==> config.mk <==
export PLATFORM = sky130hd
export DESIGN_NAME = pcm_compare_a
export DESIGN_NICKNAME = d
export VERILOG_FILES = /design/src/pcm_pkg.sv /design/src/pcm_action_out.sv /design/src/pcm_axil_slave.sv /design/src/pcm_compare_a.sv
export SDC_FILE = /design/constraint.sdc
export NUM_CORES = 1
export LEC_CHECK = 0
export ABC_AREA = 1
export BUFFER_PORTS_ARGS = -buffer_cell sky130_fd_sc_hd__buf_4
export CAP_MARGIN = 20
export CELL_PAD_IN_SITES_DETAIL_PLACEMENT = 2
export CELL_PAD_IN_SITES_GLOBAL_PLACEMENT = 2
export CORE_UTILIZATION = 26
export CTS_BUF_LIST = sky130_fd_sc_hd__clkbuf_8
export DETAILED_ROUTE_END_ITERATION = 8
export GPL_TIMING_DRIVEN = 1
export PLACE_DENSITY_LB_ADDON = 0.05
export SLEW_MARGIN = 20
export SYNTH_ARGS = -nofsm -noshare
export SYNTH_HDL_FRONTEND = slang
export SYNTH_SLANG_ARGS = --single-unit
==> constraint.sdc <==
create_clock -name ref_clk -period 1.2 [get_ports ref_clk]
set_input_delay 0.12 -clock ref_clk [delete_from_list [all_inputs] [get_ports ref_clk]]
set_output_delay 0.12 -clock ref_clk [all_outputs]
set_load 0.02 [all_outputs]
==> src/pcm_pkg.sv <==
package pcm_pkg;

    // register byte offsets
    localparam int              ADDR_W       = 5;
    localparam logic [4:0]      OFS_CMP_A    = 5'h00;
    localparam logic [4:0]      OFS_CTRL     = 5'h04;
    localparam logic [4:0]      OFS_ACT_A    = 5'h08;
    localparam logic [4:0]      OFS_ACT_B    = 5'h0C;

    // field positions
    localparam int              CTRL_LOAD_LSB   = 0;
    localparam int              CTRL_DIRECT_BIT = 4;
    localparam int              CTRL_OCC_BIT    = 8;
    localparam int              ACT_COMPARE_A_VALUE_LSB    = 0;

    // reset values
    localparam logic [15:0]     CMP_A_RST    = 16'h0000;
    localparam logic            DIRECT_RST   = 1'b0;
    localparam logic [1:0]      LOAD_RST     = 2'h0;
    localparam logic [1:0]      ACT_RST      = 2'h0;
    localparam logic            PWM_RST      = 1'b0;

    // bus responses
    localparam logic [1:0]      RESP_OKAY    = 2'h0;
    localparam logic [1:0]      RESP_SLVERR  = 2'h2;

    // response of one output to the compare event
    typedef enum logic [1:0] {
        ACT_NONE   = 2'h0,
        ACT_LOW    = 2'h1,
        ACT_HIGH   = 2'h2,
        ACT_TOGGLE = 2'h3
    } pcm_action_type;

    // event that moves shadow into active
    typedef enum logic [1:0] {
        LOAD_ZERO   = 2'h0,
        LOAD_PERIOD = 2'h1,
        LOAD_EITHER = 2'h2,
        LOAD_FREEZE = 2'h3
    } pcm_load_type;

    // one accepted register write
    typedef struct packed {
        logic [ADDR_W-1:0] addr;
        logic [31:0]       data;
        logic [3:0]        strb;
    } pcm_wreq_type;

endpackage

==> src/pcm_action_out.sv <==
`timescale 1ns/1ps
module pcm_action_out
    import pcm_pkg::*;
(
    input  wire logic           ref_clk,
    input  wire logic           rst,
    input  wire logic           cmpEvent,
    input  wire pcm_action_type actCfg,
    output logic                pwmOut
);

    logic pwmQ;

    // qualify the compare event into the configured pin action
    always_ff @(posedge ref_clk) begin
        if (rst) begin
            pwmQ <= PWM_RST;
        end else if (cmpEvent) begin
            case (actCfg)
                ACT_LOW:    pwmQ <= 1'b0;
                ACT_HIGH:   pwmQ <= 1'b1;
                ACT_TOGGLE: pwmQ <= ~pwmQ;
                default:    pwmQ <= pwmQ;  // event ignored
            endcase
        end
    end

    assign pwmOut = pwmQ;

endmodule // pcm_action_out

==> src/pcm_axil_slave.sv <==
`timescale 1ns/1ps
module pcm_axil_slave
    import pcm_pkg::*;
(
    input  wire logic              ref_clk,
    input  wire logic              rst,
    input  wire logic [ADDR_W-1:0] awaddr,
    input  wire logic              awvalid,
    output logic                   awready,
    input  wire logic [31:0]       wdata,
    input  wire logic [3:0]        wstrb,
    input  wire logic              wvalid,
    output logic                   wready,
    output logic [1:0]             bresp,
    output logic                   bvalid,
    input  wire logic              bready,
    input  wire logic [ADDR_W-1:0] araddr,
    input  wire logic              arvalid,
    output logic                   arready,
    output logic [31:0]            rdata,
    output logic [1:0]             rresp,
    output logic                   rvalid,
    input  wire logic              rready,
    output pcm_wreq_type           wrReq,
    output logic                   wrPulse,
    input  wire logic              wrHit,
    output logic [ADDR_W-1:0]      rdAddr,
    input  wire logic [31:0]       rdData,
    input  wire logic              rdHit
);

    logic         awready_q;
    logic         wready_q;
    logic         bvalid_q;
    logic [1:0]   bresp_q;
    logic         wrPulse_q;
    pcm_wreq_type wrReq_q;
    logic         arready_q;
    logic         rvalid_q;
    logic [1:0]   rresp_q;
    logic [31:0]  rdata_q;
    logic         fire;

    // both halves held and no answer outstanding
    assign fire = !awready_q && !wready_q && !bvalid_q && !wrPulse_q;

    // write address and data are taken in either order
    always_ff @(posedge ref_clk) begin
        if (rst) begin
            awready_q <= 1'b1;
            wready_q  <= 1'b1;
            wrReq_q   <= '0;
        end else if (bvalid_q && bready) begin
            awready_q <= 1'b1;
            wready_q  <= 1'b1;
        end else begin
            if (awvalid && awready_q) begin
                wrReq_q.addr <= awaddr;
                awready_q    <= 1'b0;
            end
            if (wvalid && wready_q) begin
                wrReq_q.data <= wdata;
                wrReq_q.strb <= wstrb;
                wready_q     <= 1'b0;
            end
        end
    end

    // one-cycle write strobe, then the response
    always_ff @(posedge ref_clk) begin
        if (rst) begin
            wrPulse_q <= 1'b0;
            bvalid_q  <= 1'b0;
            bresp_q   <= RESP_OKAY;
        end else begin
            wrPulse_q <= fire;
            if (wrPulse_q) begin
                bvalid_q <= 1'b1;
                bresp_q  <= wrHit ? RESP_OKAY : RESP_SLVERR;
            end else if (bvalid_q && bready) begin
                bvalid_q <= 1'b0;
            end
        end
    end

    // read data is captured on the address handshake
    always_ff @(posedge ref_clk) begin
        if (rst) begin
            arready_q <= 1'b1;
            rvalid_q  <= 1'b0;
            rresp_q   <= RESP_OKAY;
            rdata_q   <= 32'h0000_0000;
        end else if (arvalid && arready_q) begin
            arready_q <= 1'b0;
            rvalid_q  <= 1'b1;
            rresp_q   <= rdHit ? RESP_OKAY : RESP_SLVERR;
            rdata_q   <= rdHit ? rdData : 32'h0000_0000;
        end else if (rvalid_q && rready) begin
            arready_q <= 1'b1;
            rvalid_q  <= 1'b0;
        end
    end

    assign awready = awready_q;
    assign wready  = wready_q;
    assign bvalid  = bvalid_q;
    assign bresp   = bresp_q;
    assign arready = arready_q;
    assign rvalid  = rvalid_q;
    assign rresp   = rresp_q;
    assign rdata   = rdata_q;
    assign wrReq   = wrReq_q;
    assign wrPulse = wrPulse_q;
    assign rdAddr  = araddr;

endmodule // pcm_axil_slave

==> src/pcm_compare_a.sv <==
// Notes on behaviour
// - compare active value with counter every cycle
// - counter equal to value raises event
// - event goes to the action logic
// - event may act on either output
// - actions: ignore, low, high, toggle
// - shadowed mode after reset
// - shadowed mode: accesses reach the shadow
// - direct mode: accesses reach active register
// - one address, mode picks the register
`timescale 1ns/1ps
module pcm_compare_a
    import pcm_pkg::*;
(
    input  wire logic              ref_clk,
    input  wire logic              rst,
    input  wire logic [ADDR_W-1:0] awaddr,
    input  wire logic              awvalid,
    output logic                   awready,
    input  wire logic [31:0]       wdata,
    input  wire logic [3:0]        wstrb,
    input  wire logic              wvalid,
    output logic                   wready,
    output logic [1:0]             bresp,
    output logic                   bvalid,
    input  wire logic              bready,
    input  wire logic [ADDR_W-1:0] araddr,
    input  wire logic              arvalid,
    output logic                   arready,
    output logic [31:0]            rdata,
    output logic [1:0]             rresp,
    output logic                   rvalid,
    input  wire logic              rready,
    input  wire logic [15:0]       timebaseCount,
    input  wire logic              ctrZero,
    input  wire logic              ctrPeriod,
    output logic                   cmpEqualA,
    output logic                   cmpEventA,
    output logic                   pwmOutA,
    output logic                   pwmOutB
);

    pcm_wreq_type      wrReq;
    logic              wrPulse;
    logic              wrHit;
    logic [ADDR_W-1:0] rdAddr;
    logic [31:0]       rdData;
    logic              rdHit;

    logic [15:0]       activeQ;
    logic [15:0]       shadowQ;
    logic              occupiedQ;
    logic              directSelQ;
    pcm_load_type      loadSelQ;
    pcm_action_type    actCfgA_q;
    pcm_action_type    actCfgB_q;
    logic              cmpEqualA_q;
    logic              cmpEventA_q;

    logic              wrCmp;
    logic              loadEvent;
    logic              equalNow;
    logic              matchEvt;

    // decode shared by the write and read paths
    function automatic logic regHit(input logic [ADDR_W-1:0] a);
        regHit = (a == OFS_CMP_A) || (a == OFS_CTRL) ||
                 (a == OFS_ACT_A) || (a == OFS_ACT_B);
    endfunction

    // apply the two low byte lanes to a 16-bit value
    function automatic logic [15:0] mergeLow(input logic [15:0] old,
                                             input logic [31:0] d,
                                             input logic [3:0]  s);
        mergeLow[7:0]  = s[0] ? d[7:0]  : old[7:0];
        mergeLow[15:8] = s[1] ? d[15:8] : old[15:8];
    endfunction

    pcm_axil_slave u_bus (
        .ref_clk (ref_clk),
        .rst     (rst),
        .awaddr  (awaddr),
        .awvalid (awvalid),
        .awready (awready),
        .wdata   (wdata),
        .wstrb   (wstrb),
        .wvalid  (wvalid),
        .wready  (wready),
        .bresp   (bresp),
        .bvalid  (bvalid),
        .bready  (bready),
        .araddr  (araddr),
        .arvalid (arvalid),
        .arready (arready),
        .rdata   (rdata),
        .rresp   (rresp),
        .rvalid  (rvalid),
        .rready  (rready),
        .wrReq   (wrReq),
        .wrPulse (wrPulse),
        .wrHit   (wrHit),
        .rdAddr  (rdAddr),
        .rdData  (rdData),
        .rdHit   (rdHit)
    );

    assign wrHit = regHit(wrReq.addr);
    assign rdHit = regHit(rdAddr);
    assign wrCmp = wrPulse && (wrReq.addr == OFS_CMP_A);

    // load strobe chosen by the load-select field
    always_comb begin
        case (loadSelQ)
            LOAD_ZERO:   loadEvent = ctrZero;
            LOAD_PERIOD: loadEvent = ctrPeriod;
            LOAD_EITHER: loadEvent = ctrZero || ctrPeriod;
            default:     loadEvent = 1'b0;  // frozen: shadow never loads
        endcase
    end

    // mode and load-select; reset leaves the value shadowed
    always_ff @(posedge ref_clk) begin
        if (rst) begin
            directSelQ <= DIRECT_RST;
            loadSelQ   <= pcm_load_type'(LOAD_RST);
        end else if (wrPulse && wrReq.addr == OFS_CTRL && wrReq.strb[0]) begin
            directSelQ <= wrReq.data[CTRL_DIRECT_BIT];
            loadSelQ   <= pcm_load_type'(wrReq.data[CTRL_LOAD_LSB +: 2]);
        end
    end

    // per-output responses to the compare event
    always_ff @(posedge ref_clk) begin
        if (rst) begin
            actCfgA_q <= pcm_action_type'(ACT_RST);
            actCfgB_q <= pcm_action_type'(ACT_RST);
        end else if (wrPulse && wrReq.strb[0]) begin
            if (wrReq.addr == OFS_ACT_A) begin
                actCfgA_q <= pcm_action_type'(wrReq.data[ACT_COMPARE_A_VALUE_LSB +: 2]);
            end
            if (wrReq.addr == OFS_ACT_B) begin
                actCfgB_q <= pcm_action_type'(wrReq.data[ACT_COMPARE_A_VALUE_LSB +: 2]);
            end
        end
    end

    // shadow takes software writes only in shadowed mode
    always_ff @(posedge ref_clk) begin
        if (rst) begin
            shadowQ <= CMP_A_RST;
        end else if (wrCmp && !directSelQ) begin
            shadowQ <= mergeLow(shadowQ, wrReq.data, wrReq.strb);
        end
    end

    // active value: direct write, or load from the shadow
    always_ff @(posedge ref_clk) begin
        if (rst) begin
            activeQ <= CMP_A_RST;
        end else if (wrCmp && directSelQ) begin
            activeQ <= mergeLow(activeQ, wrReq.data, wrReq.strb);
        end else if (!directSelQ && loadEvent) begin
            activeQ <= shadowQ;
        end
    end

    // occupied flag; a write in the load cycle keeps it set
    always_ff @(posedge ref_clk) begin
        if (rst) begin
            occupiedQ <= 1'b0;
        end else if (wrCmp && !directSelQ) begin
            occupiedQ <= 1'b1;
        end else if (!directSelQ && loadEvent) begin
            occupiedQ <= 1'b0;
        end
    end

    // full-width compare; event fires once per arrival at the value
    assign equalNow = (timebaseCount == activeQ);
    assign matchEvt = equalNow && !cmpEqualA_q;

    always_ff @(posedge ref_clk) begin
        if (rst) begin
            cmpEqualA_q <= 1'b0;
            cmpEventA_q <= 1'b0;
        end else begin
            cmpEqualA_q <= equalNow;
            cmpEventA_q <= matchEvt;
        end
    end

    assign cmpEqualA = cmpEqualA_q;
    assign cmpEventA = cmpEventA_q;

    // the same event drives both outputs, each with its own setting
    pcm_action_out u_actA (
        .ref_clk  (ref_clk),
        .rst      (rst),
        .cmpEvent (matchEvt),
        .actCfg   (actCfgA_q),
        .pwmOut   (pwmOutA)
    );

    pcm_action_out u_actB (
        .ref_clk  (ref_clk),
        .rst      (rst),
        .cmpEvent (matchEvt),
        .actCfg   (actCfgB_q),
        .pwmOut   (pwmOutB)
    );

    // read mux; the value address follows the mode
    always_comb begin
        rdData = 32'h0000_0000;
        case (rdAddr)
            OFS_CMP_A: rdData[15:0] = directSelQ ? activeQ : shadowQ;
            OFS_CTRL: begin
                rdData[CTRL_LOAD_LSB +: 2] = loadSelQ;
                rdData[CTRL_DIRECT_BIT]    = directSelQ;
                rdData[CTRL_OCC_BIT]       = occupiedQ;
            end
            OFS_ACT_A: rdData[ACT_COMPARE_A_VALUE_LSB +: 2] = actCfgA_q;
            OFS_ACT_B: rdData[ACT_COMPARE_A_VALUE_LSB +: 2] = actCfgB_q;
            default:   rdData = 32'h0000_0000;
        endcase
    end
endmodule // pcm_compare_a

==> qor.csv, run 1 <==
metric,value,unit
final_cell_area,6040,um2
antenna_found_initial,0,
slowest_delay,0.34,ns
cts_sinks,91,
synth-seq-cells,91,
drtIter0Drc,115,
grt_pass1_wl,23300,um
clk_pin_slew,0.08,ns
postRouteAntennaNets,0,
clk_path_buf_depth,2,
finalWirelength,14700,um
synth_area_leaders,"dfxtp_1 (44%), o21ai_0 (11%), nand2_1 (9.3%), nor2_1 (9.3%), inv_1 (6.2%)",
yosys_warnings,0,
setup_viol,44,
top_usage_layer,met2,
synth_cell_types,25,
netlist_instances,605,
layout-area-overhead-vs-synth,44.6,%
clock_latency,0.38,ns
placed_cell_area,5350,um2
grt_use_met2,30.9,%
hpwl,10800,um
fmax,692,MHz
io_buffer_count,79,
via_count,4436,
synth_area_per_cell,6.91,um2
grt_use_met3,3.24,%
maxCapViolCount,0,
holdWs,-0.00560,ns
synth_top_area_share,43.6,%
grt_overflow,0,
worstSetupEndpointType,flop,
fin_util,39.2,%
fin_worst_skew,0.0167,ns
num_rows,45,
crit_family,simple AND/OR/NAND/NOR gates,
finalMaxSlewViolations,0,
hold_viol,1,
fillerInstances,1871,
tritoncts,yes,
regArea,1860,um2
fin_crit,1.44,ns
hold_path_class,in -> reg,
grtUsageMet1,23.6,%
period_share,120,%
die_height,129,um
root_buffer,clkbuf_8,
setup_tns,-6.76,ns
final.setup.worst_slack,-0.245,ns
first_pass_iters,4,
syn-cell-area,4180,um2
n_antenna_cell,0,
cp_slowest_cell,dfxtp_2,
numCtsBuffers,9,
grt_max_degree,55,
track_usage,18.3,%
core_area,15400,um2
path_buf_inv,2,
ys_seq_area_share,43.6,%
place_congestion,0.743,
fin_nets,826,
path_cells,"nor2_4, nand2_4, nor3_4, buf_4, nand2_1, nand2_2, inv_2, nor2_1, nor2_1",
failed_checks,"hold timing, setup timing",
h-tree-depth,3,
initial_utilization,27.1,%
vias_per_cell,4.57,
io_pins,116,
die_w,129,um
powerDensity,1060,nW/um2
crit_type,reg -> reg,
yosys.area.top_type,dfxtp_1,
design.die.area,16600,um2
cp.arrival,1.71,ns
startpoint_type,flop,
cp_common_cell,nor2_1,
ir_worst_vdd,0.504,mV
grt_pass1_vias,4713,
drc,0,
required,1.46,ns
rsz0062_at_grt,true,
status,"finished, violations left",
drive_gt1_share,31.6,%
multi_input_area,2130,um2
wl_per_cell,15.1,um
critPathMaxFanout,8,
power.leakage,2.68,nW
==> flip-flops by register name, summed over array words and instances (netlist names) <==
| name | count |
|---|---|
| u_bus.arready | 1 |
| u_bus.awready | 1 |
| loadSelQ | 2 |
| activeQ | 16 |
| u_actA.pwmOut | 1 |
| directSelQ | 1 |
| u_bus.rdata | 16 |
| u_bus.rresp | 1 |
| u_bus.rvalid | 1 |
| occupiedQ | 1 |
| cmpEventA | 1 |
| actCfgB_q | 2 |
| actCfgA_q | 2 |
| shadowQ | 16 |
| u_bus.wrReq | 23 |
| u_bus.bresp | 1 |
| u_bus.wrPulse | 1 |
| cmpEqualA | 1 |
| u_bus.bvalid | 1 |
| u_actB.pwmOut | 1 |
| u_bus.wready | 1 |
==> area by class of cell <==
| class | count | share of cell area [%] |
|---|---|---|
| multi-input cells | 420 | 35.3 |
| inverters | 71 | 4.56 |
| repair inverters | 1 | 0.0621 |
| clock buffers | 9 | 2.05 |
| well taps | 211 | 4.37 |
| flip-flops and latches | 91 | 30.7 |
| clock inverters | 6 | 0.849 |
| repair buffers | 161 | 22.1 |
==> worst register-to-register path: cells and delay by family, from the launching register on <==
family / cells / cell delay (ns)
buffers and inverters: 2 / 0.26
DFF: 1 / 0.34
and+or+nand+nor: 7 / 0.75
==> cells in the final DEF, fill, tap and decap left out, drive strengths merged <==
| cell | count |
|---|---|
| a21oi | 48 |
| clkinvlp | 1 |
| o21ai | 105 |
| nand3 | 11 |
| buf | 151 |
| clkbuf | 9 |
| nor2 | 105 |
| nand2 | 106 |
| nor4 | 1 |
| clkinv | 3 |
| xor2 | 1 |
| conb | 18 |
| nand4 | 9 |
| o211ai | 13 |
| inv | 73 |
| nor3 | 2 |
| bufinv | 1 |
| a31oi | 1 |
| dfxtp | 91 |
| dlygate4sd3 | 10 |
==> through the flow <==
stage,worst slack (ns),std cells,power (mW),hold slack [ns]
6_report,-0.245,970,6.38,-0.00560
5_1_grt,-0.348,970,6.72,0.0214
4_1_cts,-0.215,964,6.39,0.000703
3_5_place_dp,-0.427,928,4.28,0.324
3_3_place_gp,-0.337,928,4.23,0.320
2_1_floorplan,-0.0333,622,3.83,0.220
==> per-layer routing <==
layer  up-vias  share of wire (%)
li1       2217                  -
met1      2122                 48
met2        85                 47
met3        12                3.4
met4         0                1.4
met5         -                  0
==> logic make-up (layout without fill, tap and decap cells) <==
group	Yosys count	count (layout)	share of synthesized area, %
AND/OR/NAND/NOR	232	234	23.0
AO/OA/AOI/OAI	167	167	20.8
buffers and inverters	113	248	12.3
flip-flops	91	91	43.6
other	1	18	0.0897
XOR/XNOR	1	1	0.210
==> repair_timing <==
action                                  4_1_cts  5_1_grt
cloned                                        3        1
gates resized for setup                      55       56
endpoints found under the hold margin         9        0
endpoints found under the setup margin       61       72
setup buffers                                 8        7
pin swaps                                    13       15
hold buffers                                 10        0
==> final timing paths <==
| path | from | end | slack, ns | cells past startpoint |
|---|---|---|---|---|
| setup reg to reg | u_bus.wrReq[37] | activeQ[12] | -0.24 | 9 |
| hold reg to reg | u_bus.rdata[1] | u_bus.rdata[1] | 0.48 | 2 |
| setup / recovery | u_bus.wrReq[37] | activeQ[12] | -0.24 | 9 |
| hold / removal | wdata[15] | u_bus.wrReq[19] | -0.006 | 3 |
==> where the power goes <==
| group | switching, mW | leakage (nW) | internal (mW) | total (mW) |
|---|---|---|---|---|
| Combinational | 0.593 | 1.82 | 0.484 | 1.08 |
| Clock | 1.11 | 0.103 | 0.925 | 2.03 |
| Sequential | 0.123 | 0.753 | 3.15 | 3.28 |
| Total | 1.82 | 2.68 | 4.56 | 6.38 |
==> cell usage after synthesis, drive strengths merged <==
| cell | instances |
|---|---|
| a31oi | 1 |
| dfxtp | 91 |
| o21ai | 105 |
| nor3 | 2 |
| clkbuf | 16 |
| nand4 | 9 |
| xor2 | 1 |
| nand2 | 105 |
| inv | 71 |
| nor2 | 105 |
| a21oi | 48 |
| buf | 26 |
| nand3 | 10 |
| nor4 | 1 |
| conb | 1 |
| o211ai | 13 |
(Power assumes the default switching activity.)
==> inputs of run 2 (changes only) <==
Settings changed: CORE_MARGIN from default to 2.
==> qor.csv, run 2 (synthesis gave the netlist of run 1 again) <==
metric,value,unit
status,"finished, violations left",
failed_checks,setup timing,
num_rows,46,
fillerInstances,1870,
r2r_slack,-0.20,ns
root_buffer,clkbuf_8,
hold_path_class,in -> reg,
maxCapViolCount,0,
cp.arrival,1.68,ns
fin_crit,1.40,ns
largest_reg_flops,23,
clk_path_buf_depth,2,
h-tree-depth,3,
cts_sinks,91,
hp-start,wstrb[0],
startpoint_type,flop,
vias_per_cell,4.45,
final_common_cell,buf_4,
placed_cell_area,5370,um2
clk_pin_slew,0.10,ns
postRouteAntennaNets,0,
final.setup.worst_slack,-0.202,ns
first_pass_iters,4,
via_count,4390,
drc,0,
period_share,117,%
hpwl,10800,um
p_total,6.29,mW
fin_worst_skew,0.0106,ns
power.leakage,2.76,nW
io_buffer_count,79,
most-common-layout-cells,"buf_4 (129), nor2_1 (91), nand2_1 (88)",
clock_latency,0.39,ns
startpoint,loadSelQ[0],
worstSetupEndpointType,flop,
grt_pass1_wl,23300,um
antenna_found_initial,0,
die_w,131,um
required,1.48,ns
fmax,713,MHz
critPathMaxFanout,9,
finalWirelength,14600,um
fin_util,39.9,%
tritoncts,yes,
grt_max_degree,61,
cp-endpoint,activeQ[6],
worst_r2r_endpoint,activeQ[6],
crit_type,reg -> reg,
hold_viol,0,
initial_utilization,26.5,%
numCtsBuffers,9,
die_height,131,um
ir_worst_vdd,0.455,mV
core_area,15800,um2
layout-area-overhead-vs-synth,50.7,%
drtIter0Drc,122,
place_congestion,0.745,
rsz0062_at_grt,true,
r2r_cells,6,
finalMaxSlewViolations,0,
design.die.area,17100,um2
drive_gt1_share,33.5,%
powerDensity,998,nW/um2
r2r_start,loadSelQ[0],
track_usage,17.7,%
fin_nets,836,
final_cell_area,6300,um2
grt_pass1_vias,4524,
n_antenna_cell,0,
grt_overflow,0,
io_pins,116,
setup_viol,45,
wl_per_cell,14.8,um
## run 2: critical path: stages (launching register included)
cell	delay, ns
dfxtp_1	0.32
o21ai_0	0.27
nand3_2	0.24
nand2_4	0.22
inv_8	0.07
o21ai_1	0.12
a21oi_1	0.05
## run 2: how the worst min path moves through the flow
stage / endpoint / slack, ns / cells after the start
floorplan: u_bus.awready / 0.22 / 1
global route: occupiedQ / 0.03 / 2
detailed placement: u_bus.wready / 0.32 / 2
finish: u_bus.wrReq[0] / 0.03 / 3
global placement: u_bus.wready / 0.32 / 2
CTS: u_bus.wrReq[0] / 0.003 / 3
## run 2: through the flow
step,setup TNS [ns],hold WS [ns],setup WS (ns),cells
after CTS,-6.56,0.00289,-0.237,981
after global placement,-5.88,0.318,-0.267,932
after floorplan,-0.431,0.220,-0.0333,622
after detailed placement,-9.15,0.322,-0.295,932
after global routing,-10.33,0.0301,-0.297,986
final,-4.94,0.0253,-0.202,986
## run 2: cell type report
cell class / instances / area, um2 / area share (%)
timing repair buffer: 173 / 1520 / 24.1
clock inverter: 7 / 45.0 / 0.715
tap: 216 / 270 / 4.29
sequential: 91 / 1850 / 29.4
multi-input combinational: 419 / 2210 / 35.0
inverter: 71 / 285 / 4.53
clock buffer: 9 / 124 / 1.97
## run 2: what timing repair did
| item | 4_1_cts | 5_1_grt |
|---|---|---|
| hold buffers | 21 | 0 |
| cloned | 2 | 1 |
| hold endpoints to repair | 20 | 0 |
| resized for setup | 62 | 77 |
| pin swaps | 15 | 35 |
| setup endpoints to repair | 63 | 77 |
| setup buffers | 11 | 8 |
## run 2: metal layers
metal | GRT usage (%) | vias up | part of all wire, %
li1 | - | 2239 | -
met1 | 24.1 | 2066 | 49
met2 | 28.4 | 71 | 47
met3 | 2.97 | 14 | 3.0
met4 | 6.01 | 0 | 1.3
met5 | 0 | - | 0
## run 2: where the power goes
| group | total [mW] | switching (mW) | internal [mW] |
|---|---|---|---|
| logic | 1.06 | 0.578 | 0.481 |
| clock network | 1.94 | 1.20 | 0.741 |
| registers | 3.28 | 0.126 | 3.16 |
==> inputs of run 3 (changes only) <==
--- a/config.mk
+++ b/config.mk
@@ -8,2 +8,3 @@
 export ABC_AREA = 1
+export ABC_CLOCK_PERIOD_IN_PS = 1200
 export BUFFER_PORTS_ARGS = -buffer_cell sky130_fd_sc_hd__buf_4
--- a/constraint.sdc
+++ b/constraint.sdc
@@ -3,2 +3,2 @@
 set_output_delay 0.12 -clock ref_clk [all_outputs]
-set_load 0.02 [all_outputs]
+set_load 0.1 [all_outputs]
==> qor.csv, run 3 (synthesis gave the netlist of run 1 again) <==
metric,value,unit
setup_viol,42,
fin_crit,1.46,ns
die_height,131,um
grtUsageMet1,24.3,%
seqPwrFrac,42.7,%
startpoint_type,flop,
antenna_found_initial,0,
cts_sinks,91,
place_congestion,0.725,
rsz0062_at_grt,true,
h-tree-depth,3,
fin_nets,835,
layout-area-overhead-vs-synth,56.3,%
first_pass_iters,5,
hpwl,10700,um
pwr-share-comb,20.8,%
grt_pass1_wl,23900,um
drtIter0Drc,143,
intPower,5.31,mW
die_w,131,um
power.leakage,2.84,nW
root_buffer,clkbuf_8,
grt_use_met3,2.69,%
powerDensity,1180,nW/um2
ir_worst_vdd,0.669,mV
io_buffer_count,79,
maxCapViolCount,0,
finalWirelength,15400,um
vias_per_cell,4.54,
n_antenna_cell,0,
instances_no_fill,985,
numCtsBuffers,9,
grt_max_degree,63,
final_common_cell,buf_4,
design.die.area,17100,um2
r2r_cells,9,
initial_utilization,26.5,%
hold_viol,0,
fmax,683,MHz
via_count,4473,
postRouteAntennaNets,0,
critPathMaxFanout,5,
final_cell_area,6530,um2
hold_path_depth,3,
track_usage,18.0,%
worstSetupEndpointType,flop,
crit_type,reg -> reg,
grt_pass1_vias,4635,
period_share,122,%
final.setup.worst_slack,-0.265,ns
drc,0,
core_area,15800,um2
grt_overflow,0,
finalMaxSlewViolations,0,
cp_slowest_cell,dfxtp_2,
grt_use_met2,29.8,%
most-common-layout-cells,"buf_4 (117), nand2_1 (92), nor2_1 (81)",
drive_gt1_share,38.1,%
status,"finished, violations left",
slowest_delay,0.34,ns
tritoncts,yes,
clk_path_buf_depth,2,
placed_cells,928,
clk_pin_slew,0.09,ns
hold_path_class,in -> reg,
largest_reg_flops,23,
switching_share,31.3,%
failed_checks,setup timing,
pre_cts_slack,-0.480,ns
p_clk_share,36.5,%
wl_per_cell,15.6,um
top_usage_layer,met2,
clock_latency,0.38,ns
num_rows,46,
p_switching,2.41,mW
p_total,7.72,mW
setup_tns,-6.68,ns
fin_worst_skew,0.0123,ns
path_cells,"nor2_4, nand2_4, nor3_4, buf_6, nand2_2, nand2_4, buf_6, o21ai_0, nor2_1",
required,1.51,ns
io_pins,116,
placed_cell_area,5400,um2
cp.arrival,1.77,ns
run 3: final cells by class:
type | instances | area [um2]
multi-input cells | 420 | 2300
clock inverters | 7 | 146
clock buffers | 9 | 124
flip-flops and latches | 91 | 1890
inverters | 71 | 290
repair buffers | 171 | 1510
well taps | 216 | 270
fillers | 1845 | 9240
run 3: worst paths after layout:
| path | startpoint | endpoint | slack, ns |
|---|---|---|---|
| max | u_bus.wrReq[37] | activeQ[10] | -0.26 |
| min reg2reg | u_bus.bvalid | u_bus.wrPulse | 0.46 |
| max reg2reg | u_bus.wrReq[37] | activeQ[10] | -0.26 |
| min | awaddr[1] | u_bus.wrReq[37] | 0.02 |
run 3: critical path, delay by kind of cell, from the launching register on:
family / cells / cell delay, ns
compound gates: 1 / 0.07
buf+inv: 2 / 0.28
simple gates: 6 / 0.70
flops: 1 / 0.34
run 3: power groups by stage:
stage                     sequential [mW]  clock [mW]  combinational, mW
final                                3.30        2.82               1.60
after global routing                 3.32        3.06               1.73
after CTS                            3.28        2.93               1.51
after detailed placement             3.34           0               1.41
after global placement               3.33           0               1.38
after floorplan                      3.63           0              0.680
run 3: per-layer routing:
metal  share of wire, %  wire, um
met5                  0         0
met2                 48      7400
met3                3.1       470
met4                1.2       191
met1                 48      7300
run 3: repair_timing:
action                                  CTS  global route
buffers inserted                         12             9
hold endpoints to repair                 19             0
endpoints found under the setup margin   45            67
cloned                                    2             1
hold buffers                             20             0
pin swaps                                26            37
resized for setup                        73           106
run 3: stage by stage:
step	hold WS, ns	util [%]
3_5_place_dp	0.320	34.2
4_1_cts	0.0111	39.1
6_report	0.0219	41.4
5_1_grt	0.0271	41.4
2_1_floorplan	0.209	-
3_3_place_gp	0.315	34.2
